===== src/hw/acc_cfg.svh =====
// What this block does
// - Compare off: set conversion_complete_flag (bit 7) at each conversion end.
// - Compare on: set the flag at conversion end only when compare is true.
// - Clear the flag on status/control write and on result low byte read.
// - Interrupt asserts while flag set and complete_irq_enable (bit 6) high.
// - Continuous enable (bit 5) low: one conversion per write or hardware trigger.
// - Continuous enable high: conversions repeat after write or hardware trigger.
// - Five-bit channel field, bits 4:0, codes 0 to 23 pick inputs 0 to 23.
// - All-ones channel code turns converter off, no extra conversion follows.
// - Without continuous mode, enter low power when a conversion completes.
// - Async clock selected: keep working in stop3, finish running conversion.
// - In stop3 with async clock: accept hardware triggers and continuous starts.
// - Conversion ending in stop3 sets flag and, if enabled, wakes the system.
// - Entering stop1 or stop2 disables block and returns registers to reset.
// - Resolution selectable 8 or 10 bit, single or continuous, polled or interrupt.
`ifndef ACC_CFG_SVH
`define ACC_CFG_SVH
// ****************************************
// Register byte offsets
// ****************************************
`define ACC_OFS_SC 8'h00
`define ACC_OFS_CFG 8'h04
`define ACC_OFS_CMP 8'h08
`define ACC_OFS_RES 8'h0C
`define ACC_OFS_STAT 8'h10
// ****************************************
// Status/control fields
// ****************************************
`define ACC_SC_CONVERSION_COMPLETE_FLAG 7
`define ACC_SC_COMPLETE_IRQ_ENABLE 6
`define ACC_SC_CONTINUOUS_CONVERT_ENABLE 5
`define ACC_SC_CH_HI 4
`define ACC_CH_OFF 5'h1F
`define ACC_CH_LAST 5'h17
// ****************************************
// Configuration fields
// ****************************************
`define ACC_CFG_MODE10 0
`define ACC_CFG_ASYNC 1
`define ACC_CFG_HWT 2
`define ACC_CFG_DIV_LO 3
`define ACC_CFG_DIV_HI 4
`define ACC_CFG_LONG 5
`define ACC_CFG_RST 8'h00
// ****************************************
// Compare fields
// ****************************************
`define ACC_CMP_EN 0
`define ACC_CMP_GT 1
`define ACC_CMP_VAL_LO 16
`define ACC_CMP_VAL_HI 25
// ****************************************
// Timing in conversion clock ticks
// ****************************************
`define ACC_SAMPLE_SHORT 4'h3
`define ACC_SAMPLE_LONG 4'hF
`define ACC_BITS_8 4'h8
`define ACC_BITS_10 4'hA
`endif


===== src/hw/acc_pkg.sv =====
package acc_pkg;
  typedef enum logic [1:0] {AccIdle, AccSample, AccConvert} acc_state_t;
endpackage


===== src/hw/acc_conversion_control.sv =====
`timescale 1ns/100ps
`default_nettype none
`include "acc_cfg.svh"
module acc_conversion_control
  import acc_pkg::*;
#(
  parameter int DATA_W = 10,
  parameter int CH_W = 5
)
(
  input wire logic clock,
  input wire logic sys_rst,
  input wire logic psel,
  input wire logic penable,
  input wire logic pwrite,
  input wire logic [7:0] paddr,
  input wire logic [31:0] pwdata,
  output logic [31:0] prdata,
  output logic pready,
  output logic pslverr,
  input wire logic hardwareTrigger,
  input wire logic asyncClockTick,
  input wire logic stop3Mode,
  input wire logic stop12Mode,
  input wire logic [DATA_W-1:0] analogData,
  output logic [CH_W-1:0] inputChannelSelect,
  output logic converterPowerOn,
  output logic sampleEnable,
  output logic conversionIrq,
  output logic wakeRequest
);

  if (DATA_W != 10 || CH_W != 5)
  begin : gBadParams
    $error("acc_conversion_control supports only DATA_W 10 and CH_W 5");
  end

  // ****************************************
  // Register state
  // ****************************************
  logic conversionCompleteFlag_q;
  logic completeIrqEnable_q;
  logic continuousConvertEnable_q;
  logic [CH_W-1:0] channel_q;
  logic [7:0] config_q;
  logic compareEnable_q;
  logic compareGreater_q;
  logic [DATA_W-1:0] compareValue_q;
  logic [DATA_W-1:0] result_q;
  logic [31:0] prdata_q;
  logic pslverr_q;
  acc_state_t state_q;
  logic [3:0] tickCount_q;
  logic [2:0] divCount_q;
  logic trigPrev_q;
  logic active_q;

  // ****************************************
  // Bus decode
  // ****************************************
  function automatic logic isMapped(input logic [7:0] a);
    isMapped = (a == `ACC_OFS_SC) || (a == `ACC_OFS_CFG) || (a == `ACC_OFS_CMP) ||
               (a == `ACC_OFS_RES) || (a == `ACC_OFS_STAT);
  endfunction

  wire logic setupPhase = psel && !penable;
  wire logic accessDone = psel && penable;
  wire logic scWrite = accessDone && pwrite && (paddr == `ACC_OFS_SC);
  wire logic cfgWrite = accessDone && pwrite && (paddr == `ACC_OFS_CFG);
  wire logic cmpWrite = accessDone && pwrite && (paddr == `ACC_OFS_CMP);
  wire logic resRead = accessDone && !pwrite && (paddr == `ACC_OFS_RES);
  assign pready = 1'b1;
  assign prdata = prdata_q;
  assign pslverr = pslverr_q && accessDone;

  wire logic hwTriggerMode = config_q[`ACC_CFG_HWT];
  wire logic asyncSelected = config_q[`ACC_CFG_ASYNC];
  wire logic mode10 = config_q[`ACC_CFG_MODE10];
  wire logic channelOff = (channel_q == `ACC_CH_OFF);

  // ****************************************
  // Read data and error, latched at setup
  // ****************************************
  logic [31:0] readMux;
  always_comb
  begin
    readMux = 32'h0000_0000;
    unique case (paddr)
      `ACC_OFS_SC:
        readMux[7:0] = {conversionCompleteFlag_q, completeIrqEnable_q,
                        continuousConvertEnable_q, channel_q};
      `ACC_OFS_CFG:
        readMux[7:0] = config_q;
      `ACC_OFS_CMP:
      begin
        readMux[`ACC_CMP_EN] = compareEnable_q;
        readMux[`ACC_CMP_GT] = compareGreater_q;
        readMux[`ACC_CMP_VAL_HI:`ACC_CMP_VAL_LO] = compareValue_q;
      end
      `ACC_OFS_RES:
        readMux[DATA_W-1:0] = result_q;
      `ACC_OFS_STAT:
        readMux[3:0] = {converterPowerOn, active_q, state_q};
      default:
        readMux = 32'h0000_0000;
    endcase
  end

  always_ff @(posedge clock or posedge sys_rst)
  begin
    if (sys_rst)
    begin
      prdata_q <= 32'h0000_0000;
      pslverr_q <= 1'b0;
    end
    else if (setupPhase)
    begin
      prdata_q <= pwrite ? 32'h0000_0000 : readMux;
      pslverr_q <= !isMapped(paddr);
    end
  end

  // ****************************************
  // Conversion clock enable
  // ****************************************
  logic [2:0] divLimit;
  always_comb
  begin
    unique case (config_q[`ACC_CFG_DIV_HI:`ACC_CFG_DIV_LO])
      2'h0: divLimit = 3'h0;
      2'h1: divLimit = 3'h1;
      2'h2: divLimit = 3'h3;
      default: divLimit = 3'h7;
    endcase
  end
  wire logic divTick = (divCount_q == divLimit);

  always_ff @(posedge clock or posedge sys_rst)
  begin
    if (sys_rst)
      divCount_q <= 3'h0;
    else if (divTick || stop12Mode)
      divCount_q <= 3'h0;
    else
      divCount_q <= divCount_q + 3'h1;
  end

  // Bus-derived clock stops in stop3, the async one keeps running
  wire logic convTick = asyncSelected ? asyncClockTick : (divTick && !stop3Mode);

  // ****************************************
  // Triggers
  // ****************************************
  always_ff @(posedge clock or posedge sys_rst)
  begin
    if (sys_rst)
      trigPrev_q <= 1'b0;
    else
      trigPrev_q <= hardwareTrigger;
  end
  wire logic hwEdge = hardwareTrigger && !trigPrev_q;
  wire logic newChOff = (pwdata[`ACC_SC_CH_HI:0] == `ACC_CH_OFF);
  wire logic startReq = hwTriggerMode ? (hwEdge && !channelOff) : (scWrite && !newChOff);

  // ****************************************
  // Conversion sequencer
  // ****************************************
  wire logic [3:0] sampleTicks = config_q[`ACC_CFG_LONG] ? `ACC_SAMPLE_LONG : `ACC_SAMPLE_SHORT;
  wire logic [3:0] bitTicks = mode10 ? `ACC_BITS_10 : `ACC_BITS_8;
  wire logic convDone = (state_q == AccConvert) && convTick && (tickCount_q == bitTicks - 4'h1);
  wire logic [DATA_W-1:0] newResult = mode10 ? analogData : {2'b00, analogData[DATA_W-1:2]};
  wire logic compareTrue = compareGreater_q ? (newResult >= compareValue_q)
                                            : (newResult < compareValue_q);

  always_ff @(posedge clock or posedge sys_rst)
  begin
    if (sys_rst)
      active_q <= 1'b0;
    else if (stop12Mode || (scWrite && newChOff) || (channelOff && !scWrite))
      active_q <= 1'b0;
    else if (startReq)
      active_q <= 1'b1;
    else if (convDone && !continuousConvertEnable_q)
      active_q <= 1'b0;
  end

  always_ff @(posedge clock or posedge sys_rst)
  begin
    if (sys_rst)
    begin
      state_q <= AccIdle;
      tickCount_q <= 4'h0;
    end
    else if (stop12Mode || (scWrite && newChOff))
    begin
      state_q <= AccIdle;
      tickCount_q <= 4'h0;
    end
    else
    begin
      unique case (state_q)
        AccIdle:
        if (startReq)
        begin
          state_q <= AccSample;
          tickCount_q <= 4'h0;
        end
        AccSample:
        if (convTick)
        begin
          if (tickCount_q == sampleTicks)
          begin
            state_q <= AccConvert;
            tickCount_q <= 4'h0;
          end
          else
            tickCount_q <= tickCount_q + 4'h1;
        end
        AccConvert:
        if (convDone)
        begin
          tickCount_q <= 4'h0;
          // Continuous mode rolls straight into the next sample
          state_q <= (continuousConvertEnable_q && !channelOff) ? AccSample : AccIdle;
        end
        else if (convTick)
          tickCount_q <= tickCount_q + 4'h1;
      endcase
    end
  end

  always_ff @(posedge clock or posedge sys_rst)
  begin
    if (sys_rst)
      result_q <= '0;
    else if (stop12Mode)
      result_q <= '0;
    else if (convDone && (!compareEnable_q || compareTrue))
      result_q <= newResult;
  end

  // ****************************************
  // Complete flag, set wins over clear
  // ****************************************
  wire logic flagSet = convDone && (!compareEnable_q || compareTrue);
  always_ff @(posedge clock or posedge sys_rst)
  begin
    if (sys_rst)
      conversionCompleteFlag_q <= 1'b0;
    else if (stop12Mode)
      conversionCompleteFlag_q <= 1'b0;
    else if (flagSet)
      conversionCompleteFlag_q <= 1'b1;
    else if (scWrite || resRead)
      conversionCompleteFlag_q <= 1'b0;
  end

  // ****************************************
  // Software registers
  // ****************************************
  always_ff @(posedge clock or posedge sys_rst)
  begin
    if (sys_rst)
    begin
      completeIrqEnable_q <= 1'b0;
      continuousConvertEnable_q <= 1'b0;
      channel_q <= `ACC_CH_OFF;
    end
    else if (stop12Mode)
    begin
      completeIrqEnable_q <= 1'b0;
      continuousConvertEnable_q <= 1'b0;
      channel_q <= `ACC_CH_OFF;
    end
    else if (scWrite)
    begin
      completeIrqEnable_q <= pwdata[`ACC_SC_COMPLETE_IRQ_ENABLE];
      continuousConvertEnable_q <= pwdata[`ACC_SC_CONTINUOUS_CONVERT_ENABLE];
      channel_q <= pwdata[`ACC_SC_CH_HI:0];
    end
  end

  always_ff @(posedge clock or posedge sys_rst)
  begin
    if (sys_rst)
      config_q <= `ACC_CFG_RST;
    else if (stop12Mode)
      config_q <= `ACC_CFG_RST;
    else if (cfgWrite)
      config_q <= pwdata[7:0];
  end

  always_ff @(posedge clock or posedge sys_rst)
  begin
    if (sys_rst)
    begin
      compareEnable_q <= 1'b0;
      compareGreater_q <= 1'b0;
      compareValue_q <= '0;
    end
    else if (stop12Mode)
    begin
      compareEnable_q <= 1'b0;
      compareGreater_q <= 1'b0;
      compareValue_q <= '0;
    end
    else if (cmpWrite)
    begin
      compareEnable_q <= pwdata[`ACC_CMP_EN];
      compareGreater_q <= pwdata[`ACC_CMP_GT];
      compareValue_q <= pwdata[`ACC_CMP_VAL_HI:`ACC_CMP_VAL_LO];
    end
  end

  // ****************************************
  // Analog side and interrupt outputs
  // ****************************************
  always_ff @(posedge clock or posedge sys_rst)
  begin
    if (sys_rst)
    begin
      inputChannelSelect <= `ACC_CH_OFF;
      converterPowerOn <= 1'b0;
      sampleEnable <= 1'b0;
    end
    else
    begin
      inputChannelSelect <= (stop12Mode || channel_q > `ACC_CH_LAST) ? `ACC_CH_OFF : channel_q;
      converterPowerOn <= (state_q != AccIdle) && !channelOff && !stop12Mode;
      sampleEnable <= (state_q == AccSample) && !channelOff && !stop12Mode;
    end
  end

  assign conversionIrq = conversionCompleteFlag_q && completeIrqEnable_q;
  assign wakeRequest = conversionIrq && stop3Mode && asyncSelected;

endmodule // acc_conversion_control
`default_nettype wire


===== config.mk =====
export PLATFORM = sky130hd
export DESIGN_NAME = acc_conversion_control
export DESIGN_NICKNAME = d
export VERILOG_FILES = /design/src/hw/acc_pkg.sv /design/src/hw/acc_conversion_control.sv
export VERILOG_INCLUDE_DIRS = /design/src /design/src/hw
export SDC_FILE = /design/constraint.sdc
export NUM_CORES = 1
export LEC_CHECK = 0
export BUFFER_PORTS_ARGS = -buffer_cell sky130_fd_sc_hd__clkbuf_2
export CAP_MARGIN = 20
export CORE_MARGIN = 10
export CORE_UTILIZATION = 54
export DETAILED_ROUTE_END_ITERATION = 12
export PLACE_DENSITY = 0.8
export SYNTH_ARGS = -nofsm -noshare
export SYNTH_HDL_FRONTEND = slang
export SYNTH_SLANG_ARGS = --single-unit
export TNS_END_PERCENT = 5

===== constraint.sdc =====
create_clock -name clock -period 3.81 [get_ports clock]
set_clock_uncertainty 0.2 [all_clocks]
set_input_delay 0.1905 -clock clock [delete_from_list [all_inputs] [get_ports clock]]
set_output_delay 0.1905 -clock clock [all_outputs]
set_load 0.02 [all_outputs]

==> metrics.txt <==
post-synthesis cell type count 63; vias in the first global route 3580; critical path capture point type flip-flop; Post-layout nets 573; M3 GR Usage 3.776%; grt total ovfl 0; total CTS buffers 9; worst r2r dst result_q[5]; maxcap violations 0; max incr delay on CP 0.69 ns; fin area 5069 um2; WL final 11180 um; fmax 0.2975 GHz; Syn Inst Count 410; drt drc 0; Post-CTS Setup Inserts 0; Worst-Skew Late Latency 0.36 ns; RePlAce Congestion 0.8951; Main synth FF type dfrtp_1; YS warnings 0; CP max stage cell dfrtp_1; first-pass GRT wire length 18150 um; Worst Path Required 3.82 ns; worst-path cell chain mux2_2 > ha_1 > a21oi_1 > o21ai_0 > a2111oi_2 > mux2_2 > nor3_1 > nor3_1; pwr dens 347.8 nW/um2; Rows 32; DP Area 4634 um2; status completed; Synth Cell Area 4243 um2; WL/cell 18.45 um; remaining antenna violation count 0; Max transition margin 30.12%; dpl hpwl 8086 um; initial antenna violation count 1; drt pass-1 iters 5; clock tree buffer depth 2; Reg2Reg Depth 8; initial DRC count 299; Max VDD drop 154.8 uV; CTS HTree Levels 3; Syn-to-layout area delta 19.46%; CP Class reg2reg; FF-to-FF Start config_q[0]; GRT Overall Usage 19.15%; largest net degree at the start of global routing 40; worst min path class in2reg; sink of the worst hold path result_q[9]; routing usage on met1 23.89%; sequential share of power 47.1%; total number of vias 3516; R2R setup slack 0.45 ns; min cycle time layout 3.361 ns; Worst Hold Path Cells 4; Synth Area per Inst 10.35 um2; GRT Max-Usage Layer met2; clock root cell clkbuf_8; Setup crit start kind flip-flop; synthesized flop and latch total 77; Final Hold Viols 0; vias per inst 5.802; clock sinks 77; Finish-stage setup viols 0; fillers 632; Top Ports 102; core box area 7687 um2; ys async rst share 100.0%; Top Family by Delay on Critical Path multiplexers; slew of the pin with the lowest slew margin 1.040 ns; WP data arrival 3.37 ns; Die X 108.6 um; Internal 1.296 mW; Clock power frac 40.9%; CP bufs+invs 0; hold wc startpoint analogData[9]; RSZ-0062 raised after global routing no; Gate power share 11.9%; Seq/Total Area, Yosys 45.71%; number of synthesized flops with an enable pin 0; Die Y 108.6 um; area of the multi-input gates 2100 um2; PortBufs 74; setup_tns 0 ns; final worst-path cycle share 88.22%; leakage power figure 2.347 nW; worst-path maximum fanout 14; CTS tree yes; clock-pin slew of the registers on the worst-case setup and hold paths 0.09 ns; Psw 0.4671 mW; switching share of power 26.49%; met2 Use GR 32.11%; fraction of layout cells with a size suffix above 1 27.04%; Die ar. 11800 um2; Slew Limit Fails 0; effective utilization at floorplan 55.19%; register area 1939 um2
[worst min-delay path: stages]
cell,delay [ns]
clkbuf_2,0.08
and2_1,0.17
nand3_1,0.08
a21oi_1,0.05
[layer usage]
layer / up-vias / wire, um
li1: 1657 / -
met1: 1713 / 4619
met2: 121 / 5558
met3: 25 / 729
met4: 0 / 270
met5: - / 0
[per-stage QoR]
step,hold slack [ns],std cells,total power [mW],setup slack [ns],util (%)
after global placement,0.06646,569,1.029,0.6333,60.29
final,0.05901,606,1.763,0.4487,65.93
after floorplan,0.02193,421,0.9796,0.7691,-
after global routing,0.09354,606,1.820,0.2246,65.93
after detailed placement,0.06730,569,1.036,0.5507,60.29
after CTS,0.05872,605,1.763,0.5035,65.90
[cell families (layout without fill, tap and decap cells)]
kind of cell | count (synthesis) | count (layout) | share of synthesized area [%]
muxes | 28 | 28 | 7.136
DFF | 77 | 77 | 45.71
buffers and inverters | 50 | 132 | 5.780
adders and majority gates | 16 | 16 | 4.718
other | 2 | 14 | 0.1770
AOI/OAI and AO/OA | 101 | 101 | 18.73
and+or+nand+nor | 135 | 135 | 17.55
xor gates and xnor gates | 1 | 1 | 0.2065
[final cells by class]
class / instances / area share, %
Clock inverter: 6 / 1.851
Multi-Input combinational cell: 294 / 41.42
Clock buffer: 10 / 2.715
Tap cell: 102 / 2.518
Timing Repair Buffer: 98 / 11.85
Sequential cell: 77 / 38.26
Antenna cell: 1 / 0.04937
Inverter: 18 / 1.333
[flip-flops by register name, summed over array words and instances (netlist names), 2 cells and up]
register and cells:
prdata 20, compareValue_q 10, result_q 10, config_q 8, channel_q 5, inputChannelSelect 5, tickCount_q 4, divCount_q 3
state_q 2
[cell usage after synthesis (13+ instances only)]
| master | instances | area [um2] |
|---|---|---|
| nor3_1 | 23 | 115.1 |
| a22o_1 | 26 | 227.7 |
| dfrtp_1 | 67 | 1677 |
| mux2i_1 | 13 | 130.1 |
| buf_4 | 14 | 105.1 |
| ha_1 | 16 | 200.2 |
| mux2_2 | 14 | 157.7 |
| nand3_1 | 13 | 65.06 |
| inv_1 | 18 | 67.56 |
| o21ai_0 | 18 | 90.09 |
| nor2_1 | 20 | 75.07 |
| a21oi_1 | 19 | 95.09 |
| nand2_1 | 30 | 112.6 |
[cell usage in the layout (no fill, tap or decap), drive strengths merged, types with 3 or more instances in the layout]
master and count:
nor2 21, nand2b 4, nand4 3, mux2 15, or3 4, inv 20
a22oi 9, ha 16, clkbuf 84, and3 6, dfstp 10, nor4 3
nor3b 3, mux2i 13, and2 8, conb 13, nand3 13, o22ai 3
nand2 30, dfrtp 67, nand3b 6, o21ai 18, and4bb 3, a21oi 20
nor3 23, a22o 26, buf 4, dlygate4sd3 20
[power by group through the flow]
stage | registers, mW | clock network, mW | logic [mW]
after floorplan | 0.843 | 0 | 0.136
after global placement | 0.846 | 0 | 0.183
after detailed placement | 0.847 | 0 | 0.190
after CTS | 0.831 | 0.725 | 0.207
after global routing | 0.832 | 0.755 | 0.233
final | 0.831 | 0.722 | 0.210
[worst max-delay path by stage]
stage / from / slack [ns] / to / depth (start not counted)
finish: config_q[0] / 0.45 / result_q[5] / 8
detailed placement: config_q[0] / 0.55 / result_q[5] / 8
floorplan: config_q[0] / 0.77 / result_q[2] / 10
global route: config_q[0] / 0.22 / result_q[5] / 8
CTS: config_q[0] / 0.50 / result_q[5] / 8
global placement: config_q[0] / 0.63 / result_q[1] / 8
[repair_timing]
item | in CTS | in global routing
gates resized for setup | 0 | 0
hold buffers | 20 | 0
endpoints found under the hold margin | 46 | 0
(Power assumes the default switching activity.)
